==> config.mk <==
export PLATFORM = sky130hd
export DESIGN_NAME = sram_host_ctrl
export DESIGN_NICKNAME = d
export VERILOG_FILES = /design/src/rtl/sram_host_pkg.sv /design/src/rtl/sram_host_ctrl.sv
export SDC_FILE = /design/constraint.sdc
export NUM_CORES = 1
export LEC_CHECK = 0
export ABC_AREA = 1
export BUFFER_PORTS_ARGS = -buffer_cell sky130_fd_sc_hd__buf_2
export CAP_MARGIN = 20
export CORE_ASPECT_RATIO = 1.2
export CORE_MARGIN = 2
export CORE_UTILIZATION = 45
export DETAILED_ROUTE_END_ITERATION = 8
export PLACE_DENSITY_LB_ADDON = 0.12
export SETUP_SLACK_MARGIN = 0.5
export SYNTH_ARGS = -nofsm -noshare
export SYNTH_HDL_FRONTEND = slang
export SYNTH_SLANG_ARGS = --single-unit
==> constraint.sdc <==
create_clock -name clk_sys_i -period 1.5 [get_ports clk_sys_i]
set_input_delay 0.225 -clock clk_sys_i [delete_from_list [all_inputs] [get_ports clk_sys_i]]
set_output_delay 0.225 -clock clk_sys_i [all_outputs]
set_load 0.02 [all_outputs]
==> src/rtl/sram_host_pkg.sv <==
package sram_host_pkg;
    // bus geometry
    localparam int ADDR_W = 16;
    localparam int CELL_COUNT = 65536;
    localparam int CLK_PERIOD_NS = 20;
    // device timing, nanoseconds as printed for the slowest grade
    localparam int ACCESS_NS = 70;
    localparam int CYCLE_NS = 70;
    localparam int WRITE_PULSE_NS = 30;
    localparam int DATA_SETUP_NS = 30;
    localparam int DATA_HOLD_NS = 5;
    localparam int ADDR_SETUP_NS = 7;
    localparam int WRITE_TO_OUTPUT_OFF_NS = 30;
    localparam int DESELECT_HIZ_NS = 30;
    // least times round up to whole cycles, never below one
    function automatic int ns_to_cyc(input int ns);
        int c;
        c = (ns + CLK_PERIOD_NS - 1) / CLK_PERIOD_NS;
        return (c < 1) ? 1 : c;
    endfunction
    localparam int ACCESS_CYC = ns_to_cyc(ACCESS_NS);
    localparam int SETUP_CYC = ns_to_cyc(ADDR_SETUP_NS);
    localparam int OFF_CYC = ns_to_cyc(WRITE_TO_OUTPUT_OFF_NS);
    localparam int PULSE_CYC = ns_to_cyc(WRITE_PULSE_NS);
    localparam int DSETUP_CYC = ns_to_cyc(DATA_SETUP_NS);
    localparam int HOLD_CYC = ns_to_cyc(DATA_HOLD_NS);
    localparam int HIZ_CYC = ns_to_cyc(DESELECT_HIZ_NS);
    localparam int CNT_W = 4;
    // host sequencer states
    typedef enum logic [2:0] {
        ST_IDLE = 3'b000,
        ST_RD_ACC = 3'b001,
        ST_WR_SETUP = 3'b010,
        ST_WR_OFF = 3'b011,
        ST_WR_DATA = 3'b100,
        ST_WR_HOLD = 3'b101,
        ST_RECOVER = 3'b110
    } host_state_t;
endpackage

==> src/rtl/sram_host_ctrl.sv <==
//
// Overview of operation
// - select low with write strobe high is a read and the device drives the addressed bit.
// - a write begins when the later of select and write strobe falls so that both are low.
// - the host drives write data only after the write-to-off delay from the strobe falling.
// - for a strobe-ended write the host meets data set-up and hold around the rising strobe.
// - for a select-ended write set-up and hold refer to select rising and the output stays floating.
`timescale 1ns/1ps
`default_nettype none
module sram_host_ctrl
    import sram_host_pkg::*;
(
    // clock and reset
    input wire logic clk_sys_i,
    input wire logic nrst_i,
    // user request
    input wire logic req_valid_i,
    input wire logic req_write_i,
    input wire logic [ADDR_W-1:0] req_addr_i,
    input wire logic req_wdata_i,
    output logic req_ready_o,
    output logic rd_valid_o,
    output logic rd_data_o,
    // device pins
    output logic chip_select_low_o,
    output logic write_strobe_low_o,
    output logic [ADDR_W-1:0] addr_lines_o,
    output logic data_in_o,
    output logic data_in_oe_o,
    input wire logic data_out_i
);
    host_state_t state_ff;
    host_state_t nxt_state;
    logic [CNT_W-1:0] cnt_ff;
    logic [CNT_W-1:0] nxt_cnt;
    logic cs_n_ff;
    logic we_n_ff;
    logic [ADDR_W-1:0] addr_ff;
    logic wdata_ff;
    logic din_oe_ff;
    logic rd_valid_ff;
    logic rd_data_ff;
    logic q_meta_ff;
    logic q_sync_ff;
    // two pin synchroniser stages lengthen every read wait
    localparam int SYNC_CYC = 2;

    function automatic logic [CNT_W-1:0] cyc(input int n);
        return CNT_W'(n - 1);
    endfunction

    ////////////////////////////////////////////////////////////////////////////
    // data output comes from a pin: two flops before use
    always_ff @(posedge clk_sys_i or negedge nrst_i) begin
        if (!nrst_i) begin
            q_meta_ff <= 1'b0;
            q_sync_ff <= 1'b0;
        end else begin
            q_meta_ff <= data_out_i;
            q_sync_ff <= q_meta_ff;
        end
    end

    ////////////////////////////////////////////////////////////////////////////
    assign req_ready_o = (state_ff == ST_IDLE);

    always_comb begin
        nxt_state = state_ff;
        nxt_cnt = (cnt_ff != '0) ? cnt_ff - 1'b1 : cnt_ff;
        case (state_ff)
            ST_IDLE: begin
                if (req_valid_i) begin
                    // select falls on the same edge that loads the address; the wait is fixed, not idle-dependent
                    nxt_state = req_write_i ? ST_WR_SETUP : ST_RD_ACC;
                    // sync delay of two cycles is added to the access wait
                    nxt_cnt = req_write_i ? cyc(SETUP_CYC) : cyc(ACCESS_CYC + SYNC_CYC);
                end
            end
            ST_RD_ACC: begin
                if (cnt_ff == '0) begin
                    nxt_state = ST_RECOVER;
                    nxt_cnt = cyc(HIZ_CYC);
                end
            end
            ST_WR_SETUP: begin
                if (cnt_ff == '0) begin
                    nxt_state = ST_WR_OFF;
                    nxt_cnt = cyc(OFF_CYC);
                end
            end
            ST_WR_OFF: begin
                if (cnt_ff == '0) begin
                    nxt_state = ST_WR_DATA;
                    nxt_cnt = cyc((DSETUP_CYC > PULSE_CYC) ? DSETUP_CYC : PULSE_CYC);
                end
            end
            ST_WR_DATA: begin
                if (cnt_ff == '0) begin
                    nxt_state = ST_WR_HOLD;
                    nxt_cnt = cyc(HOLD_CYC);
                end
            end
            ST_WR_HOLD: begin
                if (cnt_ff == '0) begin
                    nxt_state = ST_RECOVER;
                    nxt_cnt = cyc(HIZ_CYC);
                end
            end
            ST_RECOVER: begin
                if (cnt_ff == '0) begin
                    nxt_state = ST_IDLE;
                end
            end
            default: begin
                nxt_state = ST_IDLE;
                nxt_cnt = '0;
            end
        endcase
    end

    always_ff @(posedge clk_sys_i or negedge nrst_i) begin
        if (!nrst_i) begin
            state_ff <= ST_IDLE;
            cnt_ff <= '0;
        end else begin
            state_ff <= nxt_state;
            cnt_ff <= nxt_cnt;
        end
    end

    ////////////////////////////////////////////////////////////////////////////
    // pins are registered so they change cleanly on one edge
    always_ff @(posedge clk_sys_i or negedge nrst_i) begin
        if (!nrst_i) begin
            cs_n_ff <= 1'b1;
            we_n_ff <= 1'b1;
            addr_ff <= '0;
            wdata_ff <= 1'b0;
            din_oe_ff <= 1'b0;
        end else begin
            // select only falls from idle, so address never moves while selected
            cs_n_ff <= !(nxt_state inside {ST_RD_ACC, ST_WR_SETUP, ST_WR_OFF, ST_WR_DATA, ST_WR_HOLD});
            // strobe falls after select; write ends on strobe rising, select stays low one hold span
            we_n_ff <= !(nxt_state inside {ST_WR_OFF, ST_WR_DATA});
            // data held past strobe rise so hold is met
            din_oe_ff <= (nxt_state inside {ST_WR_DATA, ST_WR_HOLD});
            if (state_ff == ST_IDLE && req_valid_i) begin
                addr_ff <= req_addr_i;
                wdata_ff <= req_wdata_i;
            end
        end
    end

    assign chip_select_low_o = cs_n_ff;
    assign write_strobe_low_o = we_n_ff;
    assign addr_lines_o = addr_ff;
    assign data_in_o = wdata_ff;
    assign data_in_oe_o = din_oe_ff;

    ////////////////////////////////////////////////////////////////////////////
    always_ff @(posedge clk_sys_i or negedge nrst_i) begin
        if (!nrst_i) begin
            rd_valid_ff <= 1'b0;
            rd_data_ff <= 1'b0;
        end else begin
            rd_valid_ff <= (state_ff == ST_RD_ACC) && (cnt_ff == '0);
            if ((state_ff == ST_RD_ACC) && (cnt_ff == '0)) begin
                rd_data_ff <= q_sync_ff;
            end
        end
    end

    assign rd_valid_o = rd_valid_ff;
    assign rd_data_o = rd_data_ff;

    ////////////////////////////////////////////////////////////////////////////
    strobe_after_sel_a: assert property (@(posedge clk_sys_i) disable iff (!nrst_i)
        $fell(write_strobe_low_o) |-> $past(!chip_select_low_o)) else $error("strobe fell without select");
    data_after_off_a: assert property (@(posedge clk_sys_i) disable iff (!nrst_i)
        $rose(data_in_oe_o) |-> $past(!write_strobe_low_o, 2)) else $error("data driven too early");
    hold_after_rise_a: assert property (@(posedge clk_sys_i) disable iff (!nrst_i)
        $rose(write_strobe_low_o) |-> data_in_oe_o && !chip_select_low_o) else $error("hold missed");
    idle_pins_a: assert property (@(posedge clk_sys_i) disable iff (!nrst_i)
        chip_select_low_o |-> write_strobe_low_o && !data_in_oe_o) else $error("pins active while idle");
    addr_stable_a: assert property (@(posedge clk_sys_i) disable iff (!nrst_i)
        !chip_select_low_o && $past(!chip_select_low_o) |-> $stable(addr_lines_o)) else $error("address moved");
    read_wait_a: assert property (@(posedge clk_sys_i) disable iff (!nrst_i)
        $rose(rd_valid_o) |-> $past(!chip_select_low_o, 2)) else $error("read sampled unselected");
    read_no_strobe_a: assert property (@(posedge clk_sys_i) disable iff (!nrst_i)
        state_ff == ST_RD_ACC |-> write_strobe_low_o) else $error("strobe low in read");
    pulse_width_a: assert property (@(posedge clk_sys_i) disable iff (!nrst_i)
        $fell(write_strobe_low_o) |-> !write_strobe_low_o [*3]) else $error("write pulse short");
    // whole-transfer shapes; counts follow the package timing at a 20 ns clock
    read_shape_a: assert property (@(posedge clk_sys_i) disable iff (!nrst_i)
        req_ready_o && req_valid_i && !req_write_i |=> !chip_select_low_o [*6] ##1 (chip_select_low_o && rd_valid_o)) else $error("read shape wrong");
    write_shape_a: assert property (@(posedge clk_sys_i) disable iff (!nrst_i)
        req_ready_o && req_valid_i && req_write_i |=> (!chip_select_low_o && write_strobe_low_o) ##1 !write_strobe_low_o [*4] ##1 (write_strobe_low_o && data_in_oe_o && !chip_select_low_o) ##1 chip_select_low_o) else $error("write shape wrong");
    rd_pulse_one_a: assert property (@(posedge clk_sys_i) disable iff (!nrst_i)
        rd_valid_o |=> !rd_valid_o) else $error("read valid too long");
    ready_idle_a: assert property (@(posedge clk_sys_i) disable iff (!nrst_i)
        req_ready_o |-> chip_select_low_o && write_strobe_low_o && !data_in_oe_o) else $error("ready while busy");
    rd_data_hold_a: assert property (@(posedge clk_sys_i) disable iff (!nrst_i)
        !rd_valid_o |-> $stable(rd_data_o)) else $error("read data moved");
    addr_capture_a: assert property (@(posedge clk_sys_i) disable iff (!nrst_i)
        req_ready_o && req_valid_i |=> addr_lines_o == $past(req_addr_i)) else $error("address not taken");
    data_wait_off_a: assert property (@(posedge clk_sys_i) disable iff (!nrst_i)
        $fell(write_strobe_low_o) |-> !data_in_oe_o [*2]) else $error("data inside off delay");
    strobe_in_sel_a: assert property (@(posedge clk_sys_i) disable iff (!nrst_i)
        !write_strobe_low_o |-> !chip_select_low_o && !req_ready_o) else $error("strobe outside select");
    sel_first_a: assert property (@(posedge clk_sys_i) disable iff (!nrst_i)
        $fell(chip_select_low_o) |-> write_strobe_low_o) else $error("select fell with strobe low");
endmodule // sram_host_ctrl
`default_nettype wire

==> metrics.yaml, run 1 <==
setup_path:
  setup.worst_path.class: "reg -> out"
  critical_path.max_stage_delay_ns: 0.42
  cpLargestDelayFamily: "flip-flops"
  setup.worst_path.end_class: "primary output"
  crit_chain: "nor2_4 -> nand2_2 -> clkinv_4 -> buf_6"
  cp_slowest_cell: "sky130_fd_sc_hd__dfrtp_1"
  crit_path_max_fanout: 4
  cp_data_arrival_time_ns: 1.17
  critPathLaunchType: "flop"
  cp.buffers_inverters: 2
  cp_data_required_time_ns: 1.27
run:
  cap_viol_max_count: 0
pwr:
  power_frac_comb_pct: 67.1
  worst_ir_drop_vdd_mv: 1.890
  sw_frac_of_total_pct: 40.85
  seq_power_share_pct: 25.5
  power_report.internal_total_mw: 3.629
  p_switching_mw: 2.507
  pwr_density_cell_nw_per_um2: 2536
  static-leakage-power_nw: 1.240
  power.clock.fraction_pct: 7.5
finish:
  antenna-diode-count: 0
  final-instance-count-excl-fill: 254
  seq_area_um2: 779.5
  multiInputGateArea_um2: 820.8
  finalInstanceArea_um2: 2420
  post_route_cells_drive_above_1_share_pct: 63.76
  areaGrowthSynthToFinish_pct: 63.48
  finish.utilization_pct: 77.80
  layout.filler_cells: 196
  numnets_final: 242
synth:
  ys_ff_latch: 31
  synth_fp_nets: 157
  synthArstFlopShare_pct: 100.0
  synth-edff-count: 0
  synthesis.area_um2: 1480
  avg_cell_area_syn_um2: 11.21
  synth.yosys.warnings: 0
  cells_after_synth: 132
  synthDistinctLibCells: 24
  synth_flop_cell: "sky130_fd_sc_hd__dfrtp_1"
  ys_seq_area_share_pct: 52.58
placed_design:
  total_instance_count_after_detailed_placement: 212
  placed_cell_area_um2: 1760
  dpl.hpwl_um: 2117
  placement.io_buffers: 44
  place_congestion: 0.8253
  dp_slack_ns: 0.05770
sta:
  finalSetupViolCount: 0
  final_count_of_pins_violating_max_slew: 0
  finalCritPeriodShare_pct: 92.99
  timing.slew.headroom_pct: 69.51
  layout_min_cycle_time_ns: 1.395
  unrepaired_setup_endpoints_after_global_routing: "yes"
  worst_slack_ns: 0.1051
  fin_tns_setup_ns: 0
  finalHoldViolations: 0
  worst_slew_pin_slew_ns: 0.4574
  clock_skew_ns: 0.008792
  highest_clock_frequency_the_design_can_meet_mhz: 716.9
floorplanning:
  starting_density_of_the_core_pct: 47.59
  num_io_pins: 45
  die_area_um2: 3766
  floorplan.core_area_um2: 3110
  fp-row-count: 22
  die_height_um: 66.83
  dieWidth_um: 56.36
global_routing:
  grt_pass1_wl_um: 5526
  grt_antenna_before_repair: 0
  sum_of_overflow_across_all_layers_after_global_routing: 0
  vias_in_the_first_global_route: 1163
  grt_use_total_pct: 19.78
  grt_start_max_net_pins: 21
min_path:
  holdCritPathClass: "in -> reg"
clocking:
  cts.root.buffer_cell: "sky130_fd_sc_hd__clkbuf_4"
  htreeDepth: 2
  cts-root-to-sink-buffers: 2
  clock_latency_ns: 0.33
  tritoncts: "yes"
  clk_transition_reported_paths_ns: 0.10
  cts-buffers-inserted: 5
  clkSinkCount: 31
route:
  wl_per_cell_um: 15.28
  dr.first_iter.drc_count: 19
  route.antenna.remaining_nets: 0
  routed_via_density: 4.969
  postRouteWirelength_um: 3882
  vias: 1262
  drtPass1Iterations: 4
  drcViolationCount: 0
outcome:
  status: "complete, no violations"
==> Yosys cell counts (2+ instances only) <==
library cell / count / share of area, %
sky130_fd_sc_hd__dfrtp_1: 29 / 49
sky130_fd_sc_hd__nand2_1: 22 / 5.6
sky130_fd_sc_hd__mux2_4: 17 / 17
sky130_fd_sc_hd__nor2_1: 14 / 3.6
sky130_fd_sc_hd__inv_1: 13 / 3.3
sky130_fd_sc_hd__nand3_1: 5 / 1.7
sky130_fd_sc_hd__o21ai_0: 5 / 1.7
sky130_fd_sc_hd__buf_6: 3 / 2.3
sky130_fd_sc_hd__ha_1: 3 / 2.5
sky130_fd_sc_hd__nand2_2: 3 / 1.3
sky130_fd_sc_hd__dfstp_2: 2 / 3.6
sky130_fd_sc_hd__nand3b_1: 2 / 1.0
sky130_fd_sc_hd__nor3_1: 2 / 0.68
sky130_fd_sc_hd__xor2_1: 2 / 1.2
==> state kept, by name, indices dropped and copies added, names as in the netlist <==
register and cells:
rd_data_o 1, chip_select_low_o 1, write_strobe_low_o 1, q_meta_ff 1
cnt_ff 4, rd_valid_o 1, q_sync_ff 1, addr_lines_o 16
state_ff 3, data_in_o 1, data_in_oe_o 1
==> cell usage in the layout (no fill, tap or decap), types with 5 or more instances in the layout <==
master | Yosys | layout
sky130_fd_sc_hd__buf_6 | 3 | 26
sky130_fd_sc_hd__nand2_8 | 0 | 5
sky130_fd_sc_hd__inv_1 | 13 | 10
sky130_fd_sc_hd__clkbuf_4 | 0 | 5
sky130_fd_sc_hd__buf_2 | 0 | 21
sky130_fd_sc_hd__nand2_2 | 3 | 7
sky130_fd_sc_hd__mux2_4 | 17 | 17
sky130_fd_sc_hd__nor2_1 | 14 | 8
sky130_fd_sc_hd__buf_4 | 0 | 27
sky130_fd_sc_hd__nand2_1 | 22 | 15
sky130_fd_sc_hd__dfrtp_1 | 29 | 28
==> power groups by stage <==
stage               sequential, mW  combinational [mW]  clock, mW
floorplan                     1.85                1.52          0
global placement              1.48                2.41          0
detailed placement            1.51                2.44          0
CTS                           1.56                3.33      0.466
global route                  1.60                4.41      0.516
finish                        1.56                4.12      0.457
==> per-layer routing <==
layer | track usage [%] | wire [um] | vias up
li1 | - | - | 596
met1 | 23.84 | 1526 | 629
met2 | 33.68 | 2158 | 31
met3 | 5.825 | 146 | 6
met4 | 7.143 | 51 | 0
met5 | 0 | 0 | -
==> what timing repair did <==
action | CTS | global route
endpoints found under the hold margin | 12 | 0
pin swaps | 6 | 14
hold buffers | 2 | 0
cloned | 0 | 3
endpoints found under the setup margin | 52 | 54
setup buffers | 15 | 14
resized for setup | 65 | 20
==> final cells by class <==
class	count	area share, %
multi-input combinational	86	33.92
sequential	31	32.21
timing repair buffer	78	27.30
inverter	15	2.637
clock buffer	7	1.861
tap	36	1.861
clock inverter	1	0.2068
==> path summary, 6_finish.rpt <==
kind | from | cells past startpoint | slack [ns] | end
worst min-delay path | req_addr_i[11] | 2 | 0.12 | addr_lines_o[11]
max in group asynchronous | nrst_i | 3 | 0.63 | chip_select_low_o
worst max-delay path | state_ff[0] | 4 | 0.11 | req_ready_o
worst min register to register | q_meta_ff | 0 | 0.37 | q_sync_ff
worst max register to register | cnt_ff[0] | 9 | 0.12 | chip_select_low_o
min in group asynchronous | nrst_i | 2 | 0.33 | cnt_ff[2]
==> cell families (layout without fill, tap and decap cells) <==
group / Yosys count / count (layout) / share of synthesized area (%)
and+or+nand+nor: 52 / 55 / 16.40
DFF: 31 / 31 / 52.58
buffers and inverters: 18 / 101 / 6.255
muxes: 17 / 17 / 17.24
AOI/OAI and AO/OA: 9 / 9 / 3.803
adders and majority gates: 3 / 3 / 2.536
xor gates and xnor gates: 2 / 2 / 1.184
==> metrics by stage <==
| stage | power (mW) | hold WS, ns |
|---|---|---|
| 2_1_floorplan | 3.363 | -0.07059 |
| 3_3_place_gp | 3.887 | 0.1188 |
| 3_5_place_dp | 3.946 | 0.1312 |
| 4_1_cts | 5.354 | 0.1146 |
| 5_1_grt | 6.522 | 0.1019 |
| 6_report | 6.136 | 0.1178 |
No activity file was read; power rests on OpenSTA's default activity.
==> inputs of run 2 (changes only) <==
ABC_AREA = not set   (was 1)
GPL_TIMING_DRIVEN = 1   (was not set)
clock period = 1.2 ns   (was 1.5 ns; I/O delays follow)
==> metrics.yaml, run 2 <==
floorplanning:
  fp-row-count: 22  # unchanged
  die_area_um2: 3576  # -5.1%
  floorplan.core_area_um2: 3028  # -2.7%
  starting_density_of_the_core_pct: 46.24  # -1.3 points
  die_height_um: 65.11  # -2.6%
  dieWidth_um: 54.92  # -2.5%
  num_io_pins: 45  # unchanged
synth:
  yosys-top-cells-count: "sky130_fd_sc_hd__dfrtp_1, sky130_fd_sc_hd__mux2_1, sky130_fd_sc_hd__inv_1, sky130_fd_sc_hd__nor3_1"
  synth-edff-count: 0  # unchanged
  synth.yosys.warnings: 0  # unchanged
  synth.most_common_cell: "sky130_fd_sc_hd__dfrtp_1"
  ys_seq_area_share_pct: 55.59  # +3.0 points
  synth_flop_cell: "sky130_fd_sc_hd__dfrtp_1"
  avg_cell_area_syn_um2: 12.96  # +16%
  synth_fp_nets: 133  # -15%
  synth_largest_area_cell: "sky130_fd_sc_hd__dfrtp_1"
  synthesis.area_um2: 1400  # -5.4%
  synthDominantCellAreaShare_pct: 51.83  # +2.8 points
  ys_ff_latch: 31  # unchanged
  synth_area_leaders: "sky130_fd_sc_hd__dfrtp_1, sky130_fd_sc_hd__mux2_1, sky130_fd_sc_hd__dfstp_2"
  synthDistinctLibCells: 35  # +46%
  synthArstFlopShare_pct: 100.0  # unchanged
  cells_after_synth: 108  # -18%
pwr:
  power_frac_comb_pct: 64.1  # -3.0 points
  pwr_density_cell_nw_per_um2: 2853  # +13%
  seq_power_share_pct: 26.6  # +1.1 points
  static-leakage-power_nw: 1.235  # -0.34%
  power.clock.fraction_pct: 9.3  # +1.8 points
  worst_ir_drop_vdd_mv: 2.317  # +23%
  sw_frac_of_total_pct: 36.79  # -4.1 points
  p_switching_mw: 2.646  # +5.6%
  power_report.internal_total_mw: 4.545  # +25%
global_routing:
  grt_use_total_pct: 23.53  # +3.7 points
  top_usage_layer: "met2"
  grt_start_max_net_pins: 21  # unchanged
  global_route.usage.met3_pct: 6.364  # +0.54 points
  grt_pass1_wl_um: 5954  # +7.7%
  vias_in_the_first_global_route: 1303  # +12%
  sum_of_overflow_across_all_layers_after_global_routing: 0  # unchanged
  grt_antenna_before_repair: 0  # unchanged
  gr-usage-met2_pct: 39.73  # +6.1 points
  grt_util_met1_pct: 27.69  # +3.8 points
finish:
  seq_area_um2: 779.5  # unchanged
  post_route_cells_drive_above_1_share_pct: 69.61  # +5.8 points
  largest_register_ffs: 16  # unchanged
  antenna-diode-count: 0  # unchanged
  layout_common_cells: "sky130_fd_sc_hd__buf_4, sky130_fd_sc_hd__buf_6, sky130_fd_sc_hd__dfrtp_1"
  layout.cells.most_common: "sky130_fd_sc_hd__buf_4"
  multiInputGateArea_um2: 782.0  # -4.7%
  numnets_final: 228  # -5.8%
  areaGrowthSynthToFinish_pct: 79.98
  layout.filler_cells: 154  # -21%
route:
  drcViolationCount: 0  # unchanged
  wl_per_cell_um: 17.79  # +16%
  route.antenna.remaining_nets: 0  # unchanged
  postRouteWirelength_um: 4270  # +10%
  vias: 1264  # +0.16%
  drtPass1Iterations: 4  # unchanged
  dr.first_iter.drc_count: 16  # -3
  routed_via_density: 5.267  # +6.0%
setup_path:
  setup.worst_path.class: "reg -> reg"
  crit_path_max_fanout: 2  # -2
  critPathLaunchType: "flop"
  setup.worst_path.end_class: "flop"
  cp_data_required_time_ns: 1.46  # +0.19 ns
  cp_data_arrival_time_ns: 1.85  # +0.68 ns
placed_design:
  dpl.hpwl_um: 2217  # +4.7%
  place_congestion: 0.8514  # +3.2%
  placement.io_buffers: 44  # unchanged
clocking:
  cts_hold_buffers: 1  # -1
  cts-root-to-sink-buffers: 2  # unchanged
  tritoncts: "yes"
  cts.root.buffer_cell: "sky130_fd_sc_hd__clkbuf_4"
  clock_latency_ns: 0.35  # +0.02 ns
  clkSinkCount: 31  # unchanged
  htreeDepth: 2  # unchanged
  clk_transition_reported_paths_ns: 0.10  # about the same
  cts-buffers-inserted: 5  # unchanged
sta:
  worst_slew_pin_slew_ns: 0.4738  # +0.01643 ns
  hold_ws_ns: -0.2277  # -0.3455 ns
  highest_clock_frequency_the_design_can_meet_mhz: 628.6
  clock_skew_ns: 0.008648  # -0.0001445 ns
  unrepaired_setup_endpoints_after_global_routing: "yes"
  worst_slack_ns: -0.3907  # -0.4959 ns
  finalSetupViolCount: 30  # +30
  fin_tns_setup_ns: -8.699  # -8.699 ns
  timing.slew.headroom_pct: 68.41  # -1.1 points
  finalHoldViolations: 17  # +17
  finalCritPeriodShare_pct: 132.6
  layout_min_cycle_time_ns: 1.591
  final_count_of_pins_violating_max_slew: 0  # unchanged
outcome:
  status: "finished, violations left"
  violations_in_the_final_reports: "negative hold slack, negative setup slack"
min_path:
  holdCritPathClass: "in -> async"
run:
  cap_viol_max_count: 0  # unchanged
-- run 2: per-stage QoR --
stage	power [mW]	utilization, %	cell area, um2	instances	setup WS (ns)
4_1_cts	6.436	76.61	2320	224	-0.3777
6_report	7.191	83.22	2520	240	-0.3907
3_5_place_dp	4.740	62.64	1897	202	-0.3756
3_3_place_gp	4.621	62.64	1897	202	-0.3080
5_1_grt	7.589	83.22	2520	240	-0.4577
2_1_floorplan	3.735	-	1520	108	-0.4721
-- run 2: final cells by class --
cell class | count | area share [%]
Sequential cell | 31 | 30.93
Tap cell | 36 | 1.787
Timing Repair Buffer | 93 | 32.97
Inverter | 6 | 0.8937
Clock buffer | 7 | 2.185
Clock inverter | 1 | 0.1986
Multi-Input combinational cell | 66 | 31.03
-- run 2: final timing paths --
kind | start | endpoint | slack [ns] | cells after the start
max in group asynchronous | nrst_i | addr_lines_o[8] | 0.88 | 2
max | cnt_ff[0] | cnt_ff[0] | -0.39 | 7
min reg2reg | q_meta_ff | q_sync_ff | 0.37 | 0
min | nrst_i | addr_lines_o[15] | -0.23 | 1
min in group clk_sys_i | req_write_i | cnt_ff[2] | 0.04 | 2
max reg2reg | cnt_ff[0] | cnt_ff[0] | -0.39 | 7
-- run 2: kinds of logic after synthesis --
family,synth area share (%)
buffers and inverters,3.663
adders and majority gates,2.681
muxes,18.14
and+or+nand+nor,12.96
DFF,55.59
AOI/OAI and AO/OA,6.970
-- run 2: critical path, stage by stage, from the launching register on --
cell and delay (ns):
sky130_fd_sc_hd__dfrtp_1 0.40, sky130_fd_sc_hd__inv_2 0.08, sky130_fd_sc_hd__ha_4 0.13, sky130_fd_sc_hd__nor3b_4 0.21, sky130_fd_sc_hd__inv_2 0.10, sky130_fd_sc_hd__ha_4 0.17
sky130_fd_sc_hd__mux2_4 0.25, sky130_fd_sc_hd__o211ai_1 0.17
-- run 2: routing by layer --
| layer | share of wire (%) | up-vias |
|---|---|---|
| li1 | - | 574 |
| met1 | 38 | 620 |
| met2 | 52 | 54 |
| met3 | 6.0 | 16 |
| met4 | 3.3 | 0 |
| met5 | 0 | - |
-- run 2: repair_timing --
item / CTS / global route
hold endpoints to repair: 18 / 17
buffers inserted: 12 / 15
pin swaps: 8 / 9
cloned: 1 / 1
endpoints found under the setup margin: 52 / 52
resized for setup: 66 / 16
-- run 2: power groups by stage --
stage	registers, mW	logic [mW]	clock network, mW
3_3_place_gp	1.78	2.84	0
2_1_floorplan	2.28	1.46	0
4_1_cts	1.88	3.89	0.662
3_5_place_dp	1.82	2.92	0
5_1_grt	1.96	4.90	0.728
6_report	1.91	4.61	0.668
==> inputs of run 3 (changes only) <==
clock period = 1.4 ns   (was 1.2 ns; I/O delays follow)
==> metrics.yaml, run 3 (synthesis gave the netlist of run 2 again) <==
sta:
  worst_slew_pin_slew_ns: 0.5092  # +0.03541 ns
  worst_slack_ns: -0.1995  # +0.1912 ns
  fin_tns_setup_ns: -3.884  # +4.815 ns
  finalCritPeriodShare_pct: 114.2  # -18 points
  clock_skew_ns: 0.01349  # +0.004844 ns
  layout_min_cycle_time_ns: 1.599  # +0.008764 ns
  finalHoldViolations: 19  # +2
  hold_ws_ns: -0.1798  # +0.04787 ns
  final_count_of_pins_violating_max_slew: 0  # unchanged
  timing.slew.headroom_pct: 66.05  # -2.4 points
  finalSetupViolCount: 27  # -10%
  highest_clock_frequency_the_design_can_meet_mhz: 625.2  # -0.55%
  unrepaired_setup_endpoints_after_global_routing: "yes"
setup_path:
  crit_chain: "buf_6 -> nor4b_4 -> buf_4 -> clkbuf_16 -> mux2_4"
  setup.worst_path.class: "reg -> reg"
  critical_path.max_stage_delay_ns: 0.42  # +0.02 ns
  cp.buffers_inverters: 3  # +1
  cp_slowest_cell: "sky130_fd_sc_hd__dfrtp_1"
  cpLargestDelayFamily: "buffers and inverters"
  cp_data_required_time_ns: 1.62  # +0.16 ns
  crit_path_max_fanout: 4  # +2
  critPathLaunchType: "flop"
  cp_data_arrival_time_ns: 1.82  # -0.03 ns
  setup.worst_path.end_class: "flop"
placed_design:
  place_congestion: 0.8778  # +3.1%
  dpl.hpwl_um: 2134  # -3.7%
  dp_slack_ns: -0.1885  # +0.1871 ns
  placed_cell_area_um2: 1897  # unchanged
  placement.io_buffers: 44  # unchanged
floorplanning:
  dieWidth_um: 54.92  # unchanged
  floorplan.core_area_um2: 3028  # unchanged
  die_height_um: 65.11  # unchanged
  num_io_pins: 45  # unchanged
  fp-row-count: 22  # unchanged
  die_area_um2: 3576  # unchanged
  starting_density_of_the_core_pct: 46.24  # unchanged
finish:
  layout.filler_cells: 159  # +3.2%
  areaGrowthSynthToFinish_pct: 78.46
  finalInstanceArea_um2: 2499  # -0.84%
  largest_register_ffs: 16  # unchanged
  post_route_cells_drive_above_1_share_pct: 69.46  # -0.15 points
  layout_common_cells: "sky130_fd_sc_hd__buf_4, sky130_fd_sc_hd__buf_6, sky130_fd_sc_hd__dfrtp_1"
  antenna-diode-count: 0  # unchanged
  numnets_final: 227  # -0.44%
  finish.utilization_pct: 82.52  # -0.70 points
  layout.cells.most_common: "sky130_fd_sc_hd__buf_4"
route:
  drcViolationCount: 0  # unchanged
  postRouteWirelength_um: 4261  # -0.21%
  drtPass1Iterations: 4  # unchanged
  vias: 1253  # -0.87%
  wl_per_cell_um: 17.83  # +0.21%
  routed_via_density: 5.243  # -0.46%
  dr.first_iter.drc_count: 11  # -5
  route.antenna.remaining_nets: 0  # unchanged
clocking:
  cts_hold_buffers: 1  # unchanged
  cts-buffers-inserted: 5  # unchanged
  clock_latency_ns: 0.34  # about the same
  cts.root.buffer_cell: "sky130_fd_sc_hd__clkbuf_4"
  clk_transition_reported_paths_ns: 0.11  # about the same
  htreeDepth: 2  # unchanged
  cts-root-to-sink-buffers: 2  # unchanged
  tritoncts: "yes"
  clkSinkCount: 31  # unchanged
min_path:
  holdCritPathClass: "in -> async"
outcome:
  violations_in_the_final_reports: "negative hold slack, negative setup slack"
  status: "finished, violations left"
global_routing:
  vias_in_the_first_global_route: 1220  # -6.4%
  grt_pass1_wl_um: 5671  # -4.8%
  sum_of_overflow_across_all_layers_after_global_routing: 0  # unchanged
  grt_start_max_net_pins: 23  # +9.5%
  grt_use_total_pct: 22.52  # -1.0 points
  grt_antenna_before_repair: 0  # unchanged
pwr:
  pwr_density_cell_nw_per_um2: 2453  # -14%
  worst_ir_drop_vdd_mv: 1.663  # -28%
  static-leakage-power_nw: 1.227  # -0.70%
run:
  cap_viol_max_count: 0  # unchanged
run 3: cell count changes in the layout (fill, tap and decap cells not counted), sizes merged:
| cell | previous run | this run |
|---|---|---|
| bufinv | 0 | 1 |
| buf | 90 | 89 |
| clkbuf | 9 | 8 |
run 3: metal layers:
metal,part of all wire [%],vias to the layer above,track usage [%]
met5,0,-,0
met4,1.3,0,7.317
met3,4.2,6,5.455
met2,56,39,37.05
met1,39,633,28.46
li1,-,575,-
run 3: worst paths after layout:
kind                                     to  slack, ns  cells past startpoint           from
min in group clk_sys_i      addr_lines_o[5]       0.09                      2  req_addr_i[5]
max in group asynchronous   addr_lines_o[4]       1.05                      2         nrst_i
setup / recovery            addr_lines_o[0]      -0.20                      5    state_ff[0]
hold / removal             addr_lines_o[12]      -0.18                      1         nrst_i
hold reg to reg                   q_sync_ff       0.37                      0      q_meta_ff
setup reg to reg            addr_lines_o[0]      -0.20                      5    state_ff[0]
run 3: report_power, final:
group | switching, mW | total (mW) | internal, mW
sequential | 0.329 | 1.64 | 1.31
combinational | 1.52 | 3.74 | 2.22
clock | 0.328 | 0.750 | 0.422
run 3: area by class of cell:
cell class	count	area, um2	area share, %
clock buffer	6	51.30	2.053
clock inverter	2	35.03	1.402
inverter	6	22.52	0.9014
multi-input combinational	66	748.2	29.94
sequential	31	779.5	31.20
tap	36	45.04	1.803
timing repair buffer	92	817.0	32.70
run 3: per-stage QoR:
| step | std cells | total power, mW | hold slack (ns) |
|---|---|---|---|
| floorplan | 108 | 3.201 | -0.08559 |
| global placement | 202 | 3.959 | 0.1940 |
| detailed placement | 202 | 4.042 | 0.2094 |
| CTS | 226 | 5.665 | -0.1577 |
| global route | 239 | 6.465 | -0.1447 |
| finish | 239 | 6.130 | -0.1798 |
run 3: what timing repair did:
item | in CTS | in global routing
gates resized for setup | 62 | 9
buffers inserted | 15 | 11
setup endpoints to repair | 52 | 52
hold endpoints to repair | 20 | 19
pin swaps | 5 | 6
gates cloned | 0 | 2
